$ cat config.mk
export PLATFORM = sky130hd
export DESIGN_NAME = dtsh_handler
export DESIGN_NICKNAME = d
export VERILOG_FILES = /design/src/pkg/dtsh_pkg.sv /design/src/design/dtsh_handler.sv
export SDC_FILE = /design/constraint.sdc
export NUM_CORES = 1
export LEC_CHECK = 0
export BUFFER_PORTS_ARGS = -buffer_cell sky130_fd_sc_hd__buf_4
export CAP_MARGIN = 10
export CORE_ASPECT_RATIO = 1.1
export CORE_MARGIN = 1.5
export CORE_UTILIZATION = 40
export DETAILED_ROUTE_END_ITERATION = 10
export GPL_TIMING_DRIVEN = 0
export SYNTH_ARGS = -nofsm -noshare
export SYNTH_HDL_FRONTEND = slang
export SYNTH_SLANG_ARGS = --single-unit
$ cat constraint.sdc
create_clock -name i_clk -period 14.8 [get_ports i_clk]
set_clock_uncertainty 0.15 [all_clocks]
set_input_delay 2.22 -clock i_clk [delete_from_list [all_inputs] [get_ports i_clk]]
set_output_delay 2.22 -clock i_clk [all_outputs]
set_load 0.01 [all_outputs]
$ cat src/pkg/dtsh_pkg.sv
// =====================================================
// message codes and lengths
package dtsh_pkg;
    localparam logic [7:0] CODE_GRANT  = 8'h21;
    localparam logic [7:0] CODE_REQ    = 8'h22;
    localparam logic [7:0] CODE_REDIR  = 8'h23;
    localparam logic [4:0] LEN_GRANT   = 5'h10;
    localparam logic [4:0] LEN_REQ     = 5'h0E;
    localparam logic [4:0] LEN_REDIR   = 5'h15;
    localparam int         MSG_BYTES   = 21;
    // =====================================================
    // byte positions inside a message
    localparam int         POS_CODE    = 0;
    localparam int         POS_TAG     = 2;
    localparam int         POS_RPID    = 4;
    localparam int         POS_OFF     = 4;
    localparam int         POS_CNT     = 8;
    localparam int         POS_CHAN    = 12;
    localparam int         POS_XID     = 14;
    localparam int         POS_OPATH   = 16;
    localparam int         POS_OPORT   = 20;
    localparam int         MOD8_BITS   = 3;
    localparam logic [7:0] RSVD_BYTE   = 8'h00;
    // =====================================================
    // alert and return codes (values arbitrary)
    localparam logic [7:0] ALERT_BAD_RPID   = 8'h01;
    localparam logic [7:0] ALERT_BAD_FIELD  = 8'h02;
    localparam logic [7:0] ALERT_UNEXPECTED = 8'h03;
    localparam logic [7:0] ALERT_TOO_MANY   = 8'h04;
    localparam logic [7:0] RET_BAD_FIELD    = 8'h01;
    // =====================================================
    // state encodings, gray along the usual path
    typedef enum logic [1:0] {
        RX_IDLE = 2'h0,
        RX_BODY = 2'h1,
        RX_EVAL = 2'h3,
        RX_HOLD = 2'h2
    } dtsh_rx_e;
    typedef enum logic {
        TX_IDLE = 1'h0,
        TX_SEND = 1'h1
    } dtsh_tx_e;
    typedef logic [MSG_BYTES-1:0][7:0] dtsh_msg_t;
endpackage : dtsh_pkg

$ cat src/design/dtsh_handler.sv
`timescale 1ns/1ps
`default_nettype none
// Contract
// - grant reply tag must equal the tag of the offer it answers.
// - return path mismatch raises invalid-return-path alert, then waits for another grant.
// - grant byte count breaking modulo eight raises invalid-field alert.
// - data frames use the grant channel and return or outbound path.
// - same channel grants transfer in order; different channels may overlap. The code holds a grant only on the channel taken last, until any grant done.
// - other bad fields get invalid-field response; path, unexpected, overflow get alerts.
// - data request is code 22h, 14 bytes, fixed field layout.
// - a data request stays outstanding until its last data frame arrives.
// - data request carries the originating command tag.
// - data request offset is a multiple of eight.
// - data request count is a multiple of eight except the final piece.
// - offset plus count must not exceed the transfer length.
// - receive channel allocated before request; bad fields abort via upper layer.
// - new request only if none outstanding or each has seen a frame.
// - redirect sends data from named port along named path, outstanding per redirect.
// - redirect is code 23h, 21 bytes, fixed field layout.
// - grant reply is code 21h, 16 bytes, fixed field layout.
// - an accepted grant stays outstanding until its last data frame.
module dtsh_handler #(
    parameter int MAX_OUT = 4
) (
    // clock and reset
    input  wire  logic        i_clk,
    input  wire  logic        i_reset,
    // received message bytes
    input  wire  logic        i_rx_valid,
    input  wire  logic [7:0]  i_rx_byte,
    input  wire  logic        i_rx_last,
    output logic              o_rx_ready,
    // context of the io process and its offer
    input  wire  logic [15:0] i_cmd_tag,
    input  wire  logic [31:0] i_cmd_rpid,
    input  wire  logic        i_offer_open,
    input  wire  logic [15:0] i_offer_xid,
    input  wire  logic        i_offer_final,
    // accepted grant towards the data sender
    output logic              o_grant_valid,
    input  wire  logic        i_grant_take,
    output logic [15:0]       o_grant_chan,
    output logic [31:0]       o_grant_path,
    output logic [7:0]        o_grant_port,
    output logic [31:0]       o_grant_count,
    output logic              o_grant_redirect,
    input  wire  logic        i_grant_done,
    // error reports
    output logic              o_alert_valid,
    output logic [7:0]        o_alert_code,
    output logic              o_resp_valid,
    output logic [7:0]        o_resp_code,
    // data request from the receive side
    input  wire  logic        i_req_valid,
    output logic              o_req_ready,
    input  wire  logic [31:0] i_req_offset,
    input  wire  logic [31:0] i_req_count,
    input  wire  logic [15:0] i_req_chan,
    input  wire  logic        i_req_final,
    input  wire  logic [31:0] i_xfer_len,
    output logic              o_req_reject,
    input  wire  logic        i_req_frame,
    input  wire  logic        i_req_done,
    // outgoing request message bytes
    output logic              o_tx_valid,
    output logic [7:0]        o_tx_byte,
    output logic              o_tx_last,
    input  wire  logic        i_tx_ready
);
    localparam int CW = $clog2(MAX_OUT + 1);
    localparam logic [CW-1:0] CNT_MAX = CW'(MAX_OUT);
    localparam logic [CW-1:0] CNT_ONE = CW'(1);
    localparam logic [4:0]    IDX_ONE = 5'h01;

    // =====================================================
    // helpers
    // big-endian field pick, lowest byte index most significant
    function automatic logic [31:0] f32(input dtsh_pkg::dtsh_msg_t m,
                                        input int p);
        f32 = {m[p], m[p+1], m[p+2], m[p+3]};
    endfunction : f32

    function automatic logic [15:0] f16(input dtsh_pkg::dtsh_msg_t m,
                                        input int p);
        f16 = {m[p], m[p+1]};
    endfunction : f16

    // multiple of eight unless it carries the final byte
    function automatic logic mod8_ok(input logic [31:0] c, input logic fin);
        mod8_ok = fin || (c[dtsh_pkg::MOD8_BITS-1:0] == '0);
    endfunction : mod8_ok

    // =====================================================
    // state
    typedef struct packed {
        dtsh_pkg::dtsh_rx_e  rx;
        dtsh_pkg::dtsh_tx_e  tx;
        dtsh_pkg::dtsh_msg_t msg;
        logic [4:0]          rx_idx;
        logic [4:0]          tx_idx;
        dtsh_pkg::dtsh_msg_t txm;
        logic [15:0]         g_chan;
        logic [31:0]         g_path;
        logic [7:0]          g_port;
        logic [31:0]         g_count;
        logic                g_redir;
        logic                act;
        logic [15:0]         act_chan;
        logic [CW-1:0]       g_out;
        logic [CW-1:0]       r_out;
        logic [CW-1:0]       r_seen;
        logic                alert;
        logic [7:0]          alert_code;
        logic                resp;
        logic [7:0]          resp_code;
        logic                reject;
    } dtsh_state_s;

    dtsh_state_s st_ff;
    dtsh_state_s nxt_st;

    logic        g_take;
    logic        r_start;
    logic        r_ok;
    logic [32:0] r_end;
    logic [7:0]  code;
    logic [4:0]  len;
    logic        is_grant;
    logic        is_redir;

    // =====================================================
    // handshake terms
    assign o_rx_ready = (st_ff.rx == dtsh_pkg::RX_IDLE) ||
                        (st_ff.rx == dtsh_pkg::RX_BODY);
    // a grant on the channel taken last waits until the next grant done
    assign o_grant_valid = (st_ff.rx == dtsh_pkg::RX_HOLD) &&
                           !(st_ff.act && st_ff.act_chan == st_ff.g_chan);
    assign g_take = o_grant_valid && i_grant_take;
    // new request only when every outstanding one has seen a frame
    assign o_req_ready = (st_ff.tx == dtsh_pkg::TX_IDLE) &&
                         (st_ff.r_out < CNT_MAX) &&
                         (st_ff.r_out == '0 || st_ff.r_seen == st_ff.r_out);
    assign r_start = i_req_valid && o_req_ready;
    assign r_end = {1'b0, i_req_offset} + {1'b0, i_req_count};
    assign r_ok = (i_req_offset[dtsh_pkg::MOD8_BITS-1:0] == '0) &&
                  mod8_ok(i_req_count, i_req_final) &&
                  (r_end <= {1'b0, i_xfer_len});
    assign code = st_ff.msg[dtsh_pkg::POS_CODE];
    assign len = st_ff.rx_idx;
    // exact length only, a short or padded message is unexpected
    assign is_grant = (code == dtsh_pkg::CODE_GRANT) && (len == dtsh_pkg::LEN_GRANT);
    assign is_redir = (code == dtsh_pkg::CODE_REDIR) && (len == dtsh_pkg::LEN_REDIR);

    // =====================================================
    // next state
    always_comb begin
        nxt_st = st_ff;
        nxt_st.alert = 1'b0;
        nxt_st.resp = 1'b0;
        nxt_st.reject = 1'b0;
        // message receiver, bytes land at their index
        case (st_ff.rx)
            dtsh_pkg::RX_IDLE, dtsh_pkg::RX_BODY: begin
                if (i_rx_valid) begin
                    if (st_ff.rx == dtsh_pkg::RX_IDLE) begin
                        nxt_st.msg = '0;
                        nxt_st.msg[0] = i_rx_byte;
                        nxt_st.rx_idx = IDX_ONE;
                    end else begin
                        if (st_ff.rx_idx < 5'(dtsh_pkg::MSG_BYTES)) begin
                            nxt_st.msg[st_ff.rx_idx] = i_rx_byte;
                        end
                        if (st_ff.rx_idx != '1) begin
                            nxt_st.rx_idx = st_ff.rx_idx + IDX_ONE;
                        end
                    end
                    nxt_st.rx = i_rx_last ? dtsh_pkg::RX_EVAL : dtsh_pkg::RX_BODY;
                end
            end
            dtsh_pkg::RX_EVAL: begin
                nxt_st.rx = dtsh_pkg::RX_IDLE;
                // priority: shape, path, modulo, fields, capacity
                if (!(is_grant || is_redir) || !i_offer_open) begin
                    nxt_st.alert = 1'b1;
                    nxt_st.alert_code = dtsh_pkg::ALERT_UNEXPECTED;
                end else if (f32(st_ff.msg, dtsh_pkg::POS_RPID) != i_cmd_rpid) begin
                    // io process lives on; a later grant is still taken
                    nxt_st.alert = 1'b1;
                    nxt_st.alert_code = dtsh_pkg::ALERT_BAD_RPID;
                end else if (!mod8_ok(f32(st_ff.msg, dtsh_pkg::POS_CNT),
                                      i_offer_final)) begin
                    nxt_st.alert = 1'b1;
                    nxt_st.alert_code = dtsh_pkg::ALERT_BAD_FIELD;
                end else if (f16(st_ff.msg, dtsh_pkg::POS_TAG) != i_cmd_tag ||
                             f16(st_ff.msg, dtsh_pkg::POS_XID) != i_offer_xid) begin
                    nxt_st.resp = 1'b1;
                    nxt_st.resp_code = dtsh_pkg::RET_BAD_FIELD;
                end else if (st_ff.g_out >= CNT_MAX) begin
                    nxt_st.alert = 1'b1;
                    nxt_st.alert_code = dtsh_pkg::ALERT_TOO_MANY;
                end else begin
                    // frame address: channel plus return or outbound path
                    nxt_st.rx = dtsh_pkg::RX_HOLD;
                    nxt_st.g_chan = f16(st_ff.msg, dtsh_pkg::POS_CHAN);
                    nxt_st.g_count = f32(st_ff.msg, dtsh_pkg::POS_CNT);
                    nxt_st.g_redir = is_redir;
                    nxt_st.g_path = is_redir ? f32(st_ff.msg, dtsh_pkg::POS_OPATH)
                                             : f32(st_ff.msg, dtsh_pkg::POS_RPID);
                    nxt_st.g_port = is_redir ? st_ff.msg[dtsh_pkg::POS_OPORT]
                                             : dtsh_pkg::RSVD_BYTE;
                end
            end
            dtsh_pkg::RX_HOLD: begin
                if (g_take) begin
                    nxt_st.rx = dtsh_pkg::RX_IDLE;
                end
            end
            default: begin
                nxt_st.rx = dtsh_pkg::RX_IDLE;
            end
        endcase
        // grant accounting, taken until its last frame
        if (g_take && !i_grant_done) begin
            nxt_st.g_out = st_ff.g_out + CNT_ONE;
        end else if (!g_take && i_grant_done && st_ff.g_out != '0) begin
            nxt_st.g_out = st_ff.g_out - CNT_ONE;
        end
        // one tracked transfer, on the channel taken last; done before a new take
        if (i_grant_done) begin
            nxt_st.act = 1'b0;
        end
        if (g_take) begin
            nxt_st.act = 1'b1;
            nxt_st.act_chan = st_ff.g_chan;
        end
        // request sender
        case (st_ff.tx)
            dtsh_pkg::TX_IDLE: begin
                if (r_start && !r_ok) begin
                    nxt_st.reject = 1'b1;
                end else if (r_start) begin
                    nxt_st.tx = dtsh_pkg::TX_SEND;
                    nxt_st.tx_idx = '0;
                    nxt_st.txm = '0;
                    nxt_st.txm[dtsh_pkg::POS_CODE] = dtsh_pkg::CODE_REQ;
                    {nxt_st.txm[dtsh_pkg::POS_TAG],
                     nxt_st.txm[dtsh_pkg::POS_TAG+1]} = i_cmd_tag;
                    {nxt_st.txm[dtsh_pkg::POS_OFF], nxt_st.txm[dtsh_pkg::POS_OFF+1],
                     nxt_st.txm[dtsh_pkg::POS_OFF+2],
                     nxt_st.txm[dtsh_pkg::POS_OFF+3]} = i_req_offset;
                    {nxt_st.txm[dtsh_pkg::POS_CNT], nxt_st.txm[dtsh_pkg::POS_CNT+1],
                     nxt_st.txm[dtsh_pkg::POS_CNT+2],
                     nxt_st.txm[dtsh_pkg::POS_CNT+3]} = i_req_count;
                    {nxt_st.txm[dtsh_pkg::POS_CHAN],
                     nxt_st.txm[dtsh_pkg::POS_CHAN+1]} = i_req_chan;
                end
            end
            dtsh_pkg::TX_SEND: begin
                if (i_tx_ready) begin
                    // shift so the head byte always comes from a flop
                    nxt_st.txm = {dtsh_pkg::RSVD_BYTE,
                                  st_ff.txm[dtsh_pkg::MSG_BYTES-1:1]};
                    nxt_st.tx_idx = st_ff.tx_idx + IDX_ONE;
                    if (st_ff.tx_idx == dtsh_pkg::LEN_REQ - IDX_ONE) begin
                        nxt_st.tx = dtsh_pkg::TX_IDLE;
                    end
                end
            end
            default: begin
                nxt_st.tx = dtsh_pkg::TX_IDLE;
            end
        endcase
        // outstanding from send until last frame; every frame adds one to seen
        nxt_st.r_out = st_ff.r_out + CW'(r_start && r_ok) - CW'(i_req_done);
        nxt_st.r_seen = st_ff.r_seen + CW'(i_req_frame) - CW'(i_req_done);
    end

    // =====================================================
    // register
    always_ff @(posedge i_clk or posedge i_reset) begin
        if (i_reset) begin
            st_ff <= '0;
        end else begin
            st_ff <= nxt_st;
        end
    end

    // =====================================================
    // outputs
    assign o_grant_chan     = st_ff.g_chan;
    assign o_grant_path     = st_ff.g_path;
    assign o_grant_port     = st_ff.g_port;
    assign o_grant_count    = st_ff.g_count;
    assign o_grant_redirect = st_ff.g_redir;
    assign o_alert_valid    = st_ff.alert;
    assign o_alert_code     = st_ff.alert_code;
    assign o_resp_valid     = st_ff.resp;
    assign o_resp_code      = st_ff.resp_code;
    assign o_req_reject     = st_ff.reject;
    assign o_tx_valid       = (st_ff.tx == dtsh_pkg::TX_SEND);
    assign o_tx_byte        = st_ff.txm[dtsh_pkg::POS_CODE];
    assign o_tx_last        = o_tx_valid &&
                              (st_ff.tx_idx == dtsh_pkg::LEN_REQ - IDX_ONE);
endmodule : dtsh_handler
`default_nettype wire

==> results of run 1 <==
==> worst paths after layout <==
path                                                 endpoint  slack, ns  cells after the start
worst min-delay path               o_resp_code[0]$_DFFE_PP0P_       0.32                      1
min in group asynchronous                 st_ff[20]$_DFF_PP0_       1.57                      2
worst max register to register    o_grant_chan[2]$_DFFE_PP0P_      10.92                     12
worst max-delay path                      st_ff[24]$_DFF_PP0_       6.67                     29
max in group asynchronous       o_grant_count[14]$_DFFE_PP0P_      11.88                      3
worst min register to register     o_resp_code[0]$_DFFE_PP0P_       0.32                      1
==> kinds of logic (layout without fill, tap and decap cells) <==
| group | Yosys count | after routing |
|---|---|---|
| adders and majority gates | 79 | 79 |
| and+or+nand+nor | 610 | 610 |
| other | 1 | 13 |
| xor gates and xnor gates | 111 | 111 |
| buffers and inverters | 260 | 648 |
| AOI/OAI and AO/OA | 386 | 386 |
| DFF | 407 | 407 |
| muxes | 235 | 235 |
==> worst register-to-register path: stages, from the launching register on <==
cell	delay (ns)
dfrtp_1	0.45
inv_1	0.14
ha_1	0.28
nor3b_1	0.21
a31oi_1	0.05
or4_1	0.66
nor2_1	0.19
o21ai_1	0.15
nor3_2	0.55
buf_2	0.42
buf_2	0.36
nand2_1	0.13
nand2_1	0.08
==> cell type report <==
cell class	count	area (µm²)	area share
clock buffer	58	1266	0.04852
clock inverter	23	409.1	0.01568
tap	675	844.6	0.03236
antenna	1	2.502	0.00009589
sequential	407	10180	0.3903
multi-input combinational	1433	9537	0.3654
timing repair buffer	307	2365	0.09062
buffer	194	1232	0.04723
inverter	66	255.2	0.009781
==> state kept, by name, indices dropped and copies added, names as in the netlist <==
register / flops
o_resp_valid: 1
o_resp_code: 1
o_grant_redirect: 1
o_alert_code: 3
code: 8
o_grant_port: 8
st_ff: 289
len: 5
o_grant_count: 32
o_tx_valid: 1
o_grant_path: 32
o_req_reject: 1
o_grant_chan: 16
o_alert_valid: 1
o_tx_byte: 8
==> placed cells by master, fill, tap and decap left out, types with 15 or more instances in the layout <==
| cell type | instances |
|---|---|
| mux2i_1 | 34 |
| nand4_1 | 25 |
| nand2_1 | 378 |
| xor2_1 | 40 |
| dfrtp_1 | 407 |
| buf_4 | 418 |
| clkbuf_16 | 46 |
| clkbuf_1 | 60 |
| xnor2_1 | 71 |
| nand2b_1 | 16 |
| inv_1 | 65 |
| ha_1 | 75 |
| nand3_1 | 38 |
| nor3_1 | 15 |
| nor2_1 | 89 |
| a22o_1 | 29 |
| a21oi_1 | 70 |
| o21ai_1 | 22 |
| mux2_1 | 67 |
| o21ai_0 | 182 |
| a21o_1 | 30 |
| mux2_2 | 134 |
==> metrics by stage <==
step / hold WS, ns / area (µm²) / utilization / power, µW / instances
6_report: 0.3186 / 26100 / 0.4990 / 3811 / 3164
4_1_cts: 0.3249 / 26090 / 0.4989 / 3842 / 3163
5_1_grt: 0.3401 / 26100 / 0.4990 / 4015 / 3164
2_1_floorplan: 0.2900 / 21200 / - / 2202 / 2100
3_3_place_gp: 0.3059 / 24330 / 0.4652 / 2526 / 3079
3_5_place_dp: 0.3107 / 24420 / 0.4669 / 2565 / 3082
==> routing by layer <==
metal	routed length, µm	share of wire	global-route usage
met5	55	0.00085	0
met1	25870	0.40	0.2859
met4	2095	0.032	0.07836
met3	3665	0.056	0.04073
met2	33190	0.51	0.4280
==> power groups by stage <==
stage / logic, µW / clock network, µW / registers [µW]
2_1_floorplan: 685 / 0 / 1520
3_3_place_gp: 948 / 0 / 1580
3_5_place_dp: 980 / 0 / 1580
4_1_cts: 983 / 1290 / 1570
5_1_grt: 1080 / 1340 / 1600
6_report: 973 / 1270 / 1570
==> flow_summary_export.csv, run 1 <==
group,metric,value,unit
clock_network,cts-root-buf,"clkbuf_16",
placed_design,place_hpwl,49.74,mm
route,vias,16480,
yosys,yosys.area_share.simple,0.1231,
floorplanning,die_area,54290,µm²
floorplanning,rows,88,
timing,max_freq,0.1230,GHz
yosys,yosysMostFrequentCell,"dfrtp_1",
power,p_per_area,146.0,nW/µm²
route,first_pass_iters,5,
yosys,synth_mux_area_frac,0.1230,
clock_network,tritoncts,"yes",
yosys,avgSynthCellArea,10.13,µm²
grt,grtUsageTotal,0.2374,
worst_setup_path,cp_common_cell,"ha_1",
clock_network,cts_hold_buffers,0,
timing,maxSlewHeadroom,0.1780,
clock_network,cts_max_level,2,
power,seqPwrFrac,0.412,
floorplanning,die_w,222.3,µm
yosys,synthTopCellsByCount,"407 x dfrtp_1, 378 x nand2_1, 182 x o21ai_0",
timing,tns,0,ns
timing,hold_viol,0,
yosys,synth_top_flop_cell,"dfrtp_1",
route,vias_per_cell,5.209,
worst_setup_path,cp-end-kind,"flop",
yosys,yosysSeqAreaShare,0.4813,
grt,grt.overflow.total,0,
clock_network,clkLatencyLatePin,0.58,ns
route,drc,0,
yosys,ys_types,63,
min_path,hold_class,"flop to flop",
placed_design,gp_congestion,0.9593,
clock_network,cts_resized,0,
worst_setup_path,required,15.09,ns
floorplanning,fp.coreArea,52300,µm²
power,cellLeakagePower,0.01270,µW
worst_setup_path,path_delay_family,"compound AO/OA/AOI/OAI gates",
power,p_sw_frac,0.3130,
power,comb_power_share,0.255,
timing,min_period,8.132,ns
clock_network,clock_path_buffers,3,
floorplanning,ioPinCount,318,
layout,area_growth,23.33,%
yosys,syn_inst,2089,
timing,post-route-period-util,0.5494,
worst_setup_path,r2r-start,"len[0]$_DFFE_PP0P_",
layout,fin_nets,2729,
clock_network,clk_pin_slew,0.06,ns
clock_network,cts_buffers,44,
grt,grt_max_degree,132,
yosys,synth_top_cell_area_share,0.4813,
placed_design,port_buffers,304,
floorplanning,die_h,244.2,µm
power,switchingPower,1193,µW
route,wirelength,64.88,mm
yosys,synthXorXnorAreaFrac,0.04594,
route,first_iter_violations,938,
min_path,worstHoldStart,"o_resp_code[0]$_DFFE_PP0P_",
power,ir_drop,0.07887,mV
worst_setup_path,crit_arrival,8.42,ns
yosys,synth_edf_count,0,
yosys,synth.area.top_cells,"dfrtp_1 48%, mux2_2 7.1%, nand2_1 6.7%",
clock_network,cts.sinks,407,
layout,fillCellCount,4877,
power,p_clk_frac,0.333,
timing,worst_pin_slew,1.222,ns
outcome,outcome,"complete, no violations",
worst_setup_path,crit_start,"i_req_offset[0]",
yosys,synth_adder_area_share,0.04813,
yosys,async_flop_share,1.000,
yosys,synth-compound-area-share,0.1083,
power,internal_power,2618,µW
grt,grt_antenna_before_repair,5,
route,detail_route.wl_per_cell,20.50,µm
placed_design,place_ws,6.057,ns
grt,grt_pass1_vias,16765,
layout,final_layout_size_suffix_gt1_frac,0.2665,
clock_network,post_cts_buffers,0,
timing,slew_violations,0,
timing,layout_setup_ws,6.668,ns
yosys,yosys_warnings,0,
yosys,synth_area_leader_cell,"dfrtp_1",
yosys,syn_area,21160,µm²
yosys,synth_top_family_by_area,"simple AND/OR/NAND/NOR gates",
yosys,ys_ff_latch,407,
grt,grt_first_pass_wirelength,98.75,mm
worst_setup_path,cp_num_buf_inv,4,
worst_setup_path,crit_type,"primary input to flop",
floorplanning,start_util,0.4046,
worst_setup_path,crit_path_max_incr_delay,0.48,ns
worst_setup_path,cp_slowest_cell,"o31ai_2",
worst_setup_path,start_kind,"primary input",
job,cap_violations,0,
timing,setup_viol,0,
timing,rsz0062_at_grt,"false",
worst_setup_path,cp_max_fo,4,
route,ant_nets,0,
(Power assumes the default switching activity.)
==> run 2, diff against run 1 <==
==> constraint.sdc (replaced) <==
create_clock -name i_clk -period 6.6 [get_ports i_clk]
set_clock_uncertainty 0.15 [all_clocks]
set_input_delay 0.99 -clock i_clk [delete_from_list [all_inputs] [get_ports i_clk]]
set_output_delay 0.99 -clock i_clk [all_outputs]
set_load 0.01 [all_outputs]
==> flow_summary_export.csv, run 2 (same netlist as run 1, synthesis figures left out) <==
group,metric,value,unit
grt,grtUsageTotal,0.2363,
timing,layout_setup_ws,0.5314,ns
timing,rsz0062_at_grt,"false",
outcome,outcome,"complete, no violations",
placed_design,port_buffers,304,
clock_network,cts_buffers,44,
min_path,hold_class,"flop to flop",
route,first_iter_violations,933,
min_path,min_path_cells,2,
power,p_clk_frac,0.302,
min_path,hold_end,"o_grant_count[24]$_DFFE_PP0P_",
power,ir_drop,0.1901,mV
worst_setup_path,crit_type,"primary input to flop",
timing,maxSlewHeadroom,0.1563,
grt,grt_max_degree,45,
timing,slew_violations,0,
placed_design,placed_cell_area,24530,µm²
timing,worst_pin_slew,1.254,ns
route,wirelength,64.75,mm
worst_setup_path,crit_arrival,6.39,ns
route,wl_met1,25.62,mm
power,p_per_area,314.8,nW/µm²
floorplanning,start_util,0.4046,
grt,grt_first_pass_wirelength,97.90,mm
layout,final_layout_size_suffix_gt1_frac,0.2684,
timing,hold_viol,0,
route,detail_route.wl_per_cell,20.39,µm
grt,grt_pass1_vias,16715,
worst_setup_path,r2r-start,"len[0]$_DFFE_PP0P_",
timing,max_freq,0.1648,GHz
clock_network,clk_pin_slew,0.06,ns
floorplanning,fp.coreArea,52300,µm²
layout,final_cell_mix,"422 x buf_4, 407 x dfrtp_1, 378 x nand2_1",
timing,post-route-period-util,0.9195,
route,drc,0,
layout,area_growth,23.12,%
clock_network,clock_path_buffers,3,
worst_setup_path,start_kind,"primary input",
power,p_sw_frac,0.3221,
grt,grt_antenna_before_repair,10,
route,first_pass_iters,9,
floorplanning,ioPinCount,318,
clock_network,cts-root-buf,"clkbuf_16",
power,switchingPower,2641,µW
worst_setup_path,required,6.92,ns
route,wl_met2,33.00,mm
clock_network,clkLatencyLatePin,0.58,ns
layout,largest_register_ffs,289,
worst_setup_path,reg2reg_to,"o_grant_count[5]$_DFFE_PP0P_",
layout,fin_nets,2740,
clock_network,tritoncts,"yes",
route,highest_layer,"met5",
worst_setup_path,cp-end-kind,"flop",
layout,final_common_cell,"buf_4",
worst_setup_path,cp_max_fo,3,
floorplanning,die_area,54290,µm²
worst_setup_path,worstRegToRegCells,12,
power,comb_power_share,0.271,
floorplanning,rows,88,
timing,setup_viol,0,
route,vias_per_cell,5.146,
placed_design,place_ws,-0.9397,ns
power,internal_power,5559,µW
job,cap_violations,0,
power,cellLeakagePower,0.01264,µW
placed_design,gp_congestion,0.9492,
worst_setup_path,ff2ff_setup_slack,2.80,ns
layout,fin_util,0.4981,
clock_network,cts.sinks,407,
power,seqPwrFrac,0.428,
timing,tns,0,ns
route,ant_nets,0,
placed_design,place_hpwl,50.26,mm
layout,design_area,26050,µm²
min_path,worstHoldStart,"o_grant_count[24]$_DFFE_PP0P_",
layout,largest-register,"st_ff",
grt,grt.overflow.total,0,
route,routed-wl-met3,3.547,mm
floorplanning,die_w,222.3,µm
timing,min_period,6.069,ns
clock_network,cts_max_level,2,
route,vias,16338,
floorplanning,die_h,244.2,µm
run 2: power by group through the flow:
stage                     Combinational (µW)  Sequential, µW  Clock [µW]
after global routing                    2460            3580        2630
after global placement                  2150            3530           0
after detailed placement                2220            3540           0
after CTS                               2230            3500        2530
final                                   2220            3510        2470
after floorplan                         1540            3400           0
run 2: metal layers:
metal | up-vias | global-route usage
li1 | 7780 | -
met1 | 7997 | 0.2755
met5 | - | 0
met2 | 432 | 0.4258
met4 | 12 | 0.09670
met3 | 117 | 0.04361
run 2: how the worst max path moves through the flow:
stage	cells after the start	end	slack (ns)	from
2_1_floorplan	1	code[0]$_DFFE_PP0P_	-0.02	i_reset
3_3_place_gp	2	o_grant_count[4]$_DFFE_PP0P_	-2.31	i_reset
3_5_place_dp	29	st_ff[24]$_DFF_PP0_	-0.94	i_req_offset[0]
4_1_cts	29	st_ff[24]$_DFF_PP0_	0.06	i_req_offset[0]
5_1_grt	29	st_ff[24]$_DFF_PP0_	0.04	i_req_offset[0]
6_report	28	st_ff[24]$_DFF_PP0_	0.53	i_req_offset[0]
run 2: repair_timing:
item                                    4_1_cts  5_1_grt
hold buffers                                  0        0
pin swaps                                     2        1
gates resized for setup                       0        7
buffers inserted                              3        1
hold endpoints to repair                      0        0
endpoints found under the setup margin       69       81
run 2: metrics by stage:
step           total power, µW  instances  hold slack [ns]
5_1_grt                   8663       3172           0.3411
3_5_place_dp              5756       3089           0.3091
2_1_floorplan             4938       2100           0.2900
4_1_cts                   8257       3170           0.3265
3_3_place_gp              5672       3079           0.3034
6_report                  8200       3175           0.3205
run 2: critical path: stages:
cell,delay [ns]
buf_4,0.13
ha_1,0.21
inv_1,0.07
fa_1,0.22
nor2b_1,0.06
o21ai_1,0.17
a21oi_2,0.09
o21ai_2,0.28
o21bai_1,0.10
a21o_1,0.21
a311o_1,0.43
o211ai_1,0.28
ha_1,0.30
a21o_1,0.17
a21o_1,0.18
a21o_1,0.20
a211o_1,0.27
o221ai_1,0.27
a21oi_1,0.22
nor2_1,0.18
nand4_1,0.14
ha_1,0.31
inv_1,0.05
ha_1,0.12
inv_1,0.05
fa_1,0.37
xnor2_1,0.19
xnor2_1,0.14
run 2: area by class of cell:
type / instances / area, µm²
Tap cell: 675 / 844.6
Buffer: 194 / 1232
Timing Repair Buffer: 318 / 2512
Antenna cell: 4 / 10.01
Sequential cell: 407 / 10180
Fill cell: 4870 / 26250
Clock buffer: 65 / 1280
Multi-Input combinational cell: 1433 / 9574
Inverter: 66 / 251.5
Clock inverter: 13 / 162.7
==> run 3, diff against run 2 <==
--- a/config.mk
+++ b/config.mk
@@ -5,6 +5,7 @@
 export SDC_FILE = /design/constraint.sdc
 export NUM_CORES = 1
 export LEC_CHECK = 0
+export ABC_AREA = 1
 export BUFFER_PORTS_ARGS = -buffer_cell sky130_fd_sc_hd__buf_4
 export CAP_MARGIN = 10
 export CORE_ASPECT_RATIO = 1.1
==> flow_summary_export.csv, run 3 <==
group,metric,value,unit
route,vias_per_cell,5.104,
placed_design,port_buffers,305,
worst_setup_path,crit_path_max_incr_delay,0.48,ns
timing,worst_pin_slew,1.075,ns
power,p_per_area,336.4,nW/µm²
route,vias,19195,
clock_network,clk_pin_slew,0.06,ns
timing,rsz0062_at_grt,"false",
worst_setup_path,crit_arrival,6.27,ns
floorplanning,die_h,247.0,µm
layout,largest-register,"st_ff",
yosys,async_flop_share,1.000,
worst_setup_path,start_kind,"primary input",
floorplanning,start_util,0.4041,
job,cap_violations,0,
yosys,yosysMostFrequentCell,"nand2_1",
grt,grt_pass1_vias,19117,
yosys,synthTopCellsByCount,"789 x nand2_1, 407 x dfrtp_1, 272 x inv_1",
route,first_pass_iters,6,
floorplanning,die_w,224.8,µm
yosys,synthXorXnorAreaFrac,0.03642,
yosys,synth_edf_count,0,
worst_setup_path,cp_slowest_cell,"fa_1",
yosys,yosysSeqAreaShare,0.4706,
yosys,synth_mux_area_frac,0.006764,
floorplanning,fp.coreArea,53560,µm²
timing,min_period,5.943,ns
grt,grt.overflow.total,0,
placed_design,place_ws,0.07520,ns
layout,final_cells,3761,
power,ir_drop,0.2342,mV
placed_design,place_hpwl,53.78,mm
route,first_iter_violations,1288,
yosys,synth-compound-area-share,0.1201,
clock_network,cts-root-buf,"clkbuf_16",
yosys,synth_area_leader_cell,"dfrtp_1",
floorplanning,ioPinCount,318,
yosys,syn_inst,2623,
clock_network,cts_resized,0,
route,ant_nets,0,
placed_design,gp_congestion,0.9635,
timing,layout_setup_ws,0.6570,ns
outcome,outcome,"complete, no violations",
layout,final_cell_mix,"789 x nand2_1, 425 x buf_4, 407 x dfrtp_1",
route,drc,0,
worst_setup_path,cp_max_fo,10,
yosys,yosys.area_share.simple,0.2078,
route,detail_route.wl_per_cell,18.62,µm
layout,fin_nets,3274,
timing,maxSlewHeadroom,0.2776,
yosys,synth_top_family_by_area,"simple AND/OR/NAND/NOR gates",
grt,grtUsageTotal,0.2499,
min_path,hold_class,"primary input to asynchronous set/reset pin",
clock_network,post_cts_buffers,0,
timing,setup_viol,0,
layout,fillCellCount,5169,
yosys,synth_top_cell_area_share,0.4706,
yosys,ys_types,49,
timing,post-route-period-util,0.9005,
yosys,ys_ff_latch,407,
yosys,syn_area,21640,µm²
yosys,synth_adder_area_share,0.04706,
clock_network,clock_path_buffers,3,
yosys,yosys_warnings,0,
worst_setup_path,crit_type,"primary input to flop",
grt,grt_antenna_before_repair,2,
floorplanning,rows,89,
grt,grt_first_pass_wirelength,106.5,mm
placed_design,dp.cells,3678,
worst_setup_path,cp-end-kind,"flop",
timing,hold_viol,0,
worst_setup_path,cp_common_cell,"nand2_1",
clock_network,cts.sinks,407,
yosys,synth.area.top_cells,"dfrtp_1 47%, nand2_1 14%, inv_1 4.7%",
layout,n_antenna_cell,0,
power,power,8968,µW
clock_network,cts_max_level,2,
route,wirelength,70.02,mm
timing,max_freq,0.1683,GHz
power,cellLeakagePower,0.01357,µW
floorplanning,die_area,55510,µm²
worst_setup_path,required,6.93,ns
clock_network,clkLatencyLatePin,0.59,ns
clock_network,tritoncts,"yes",
layout,final_common_cell,"nand2_1",
yosys,synth_top_flop_cell,"dfrtp_1",
clock_network,cts_hold_buffers,0,
timing,slew_violations,0,
clock_network,cts_buffers,46,
grt,grt_max_degree,44,
layout,area_growth,23.17,%
layout,largest_register_ffs,289,
layout,final_layout_size_suffix_gt1_frac,0.2031,
yosys,avgSynthCellArea,8.251,µm²
[run 3: final timing paths]
path,from,endpoint,slack (ns),cells after the start
setup / recovery,i_req_count[0],st_ff[23]$_DFF_PP0_,0.66,32
hold / removal,i_reset,st_ff[188]$_DFFE_PP0P_,0.29,2
setup reg to reg,o_tx_valid$_DFF_PP0_,st_ff[23]$_DFF_PP0_,3.39,15
max in group asynchronous,i_reset,o_grant_path[6]$_DFFE_PP0P_,4.19,8
hold reg to reg,st_ff[149]$_DFFE_PP0P_,o_tx_byte[7]$_DFFE_PP0P_,0.33,2
min in group i_clk,st_ff[149]$_DFFE_PP0P_,o_tx_byte[7]$_DFFE_PP0P_,0.33,2
[run 3: power breakdown]
part	internal, µW	switching (µW)
registers	3110	387
logic	1050	1820
clock network	1530	1070
[run 3: kinds of logic (layout without fill, tap and decap cells)]
kind of cell | count (synthesis) | count (layout)
simple gates | 1085 | 1085
fa+ha+maj | 79 | 79
xor+xnor | 90 | 90
other cells | 1 | 12
buf+inv | 492 | 891
flops | 407 | 407
mux | 13 | 13
compound gates | 456 | 456
[run 3: layout make-up]
class	count	area (µm²)	share of cell area
plain buffers	214	1359	0.05098
clock buffers	72	1430	0.05365
clock inverters	11	110.1	0.004131
inverters	278	1047	0.03929
multi-input cells	1735	9096	0.3412
flip-flops and latches	407	10180	0.3821
well taps	728	910.9	0.03417
repair buffers	316	2517	0.09444
[run 3: metal layers]
metal  global-route usage  vias up  part of all wire
met5                    0        -           0.00039
met4               0.1024        4             0.041
met3              0.04812      144             0.064
met2               0.4256      661              0.48
met1               0.3103     9209              0.41
li1                     -     9177                 -
[run 3: metrics by stage]
| step | hold slack [ns] | TNS (ns) | area [µm²] | utilization |
|---|---|---|---|---|
| 6_report | 0.2858 | 0 | 26660 | 0.4977 |
| 3_3_place_gp | 0.3085 | -950.13 | 24890 | 0.4646 |
| 3_5_place_dp | 0.3147 | 0 | 25120 | 0.4689 |
| 5_1_grt | 0.2947 | 0 | 26660 | 0.4977 |
| 4_1_cts | 0.2690 | 0 | 26660 | 0.4977 |
| 2_1_floorplan | 0.2909 | -9.636 | 21690 | - |
[run 3: worst max-delay path: cells and delay by family]
| kind | cells | cell delay [ns] |
|---|---|---|
| adders and majority gates | 6 | 1.77 |
| buffers and inverters | 8 | 0.79 |
| and+or+nand+nor | 15 | 2.04 |
| AOI/OAI and AO/OA | 3 | 0.68 |
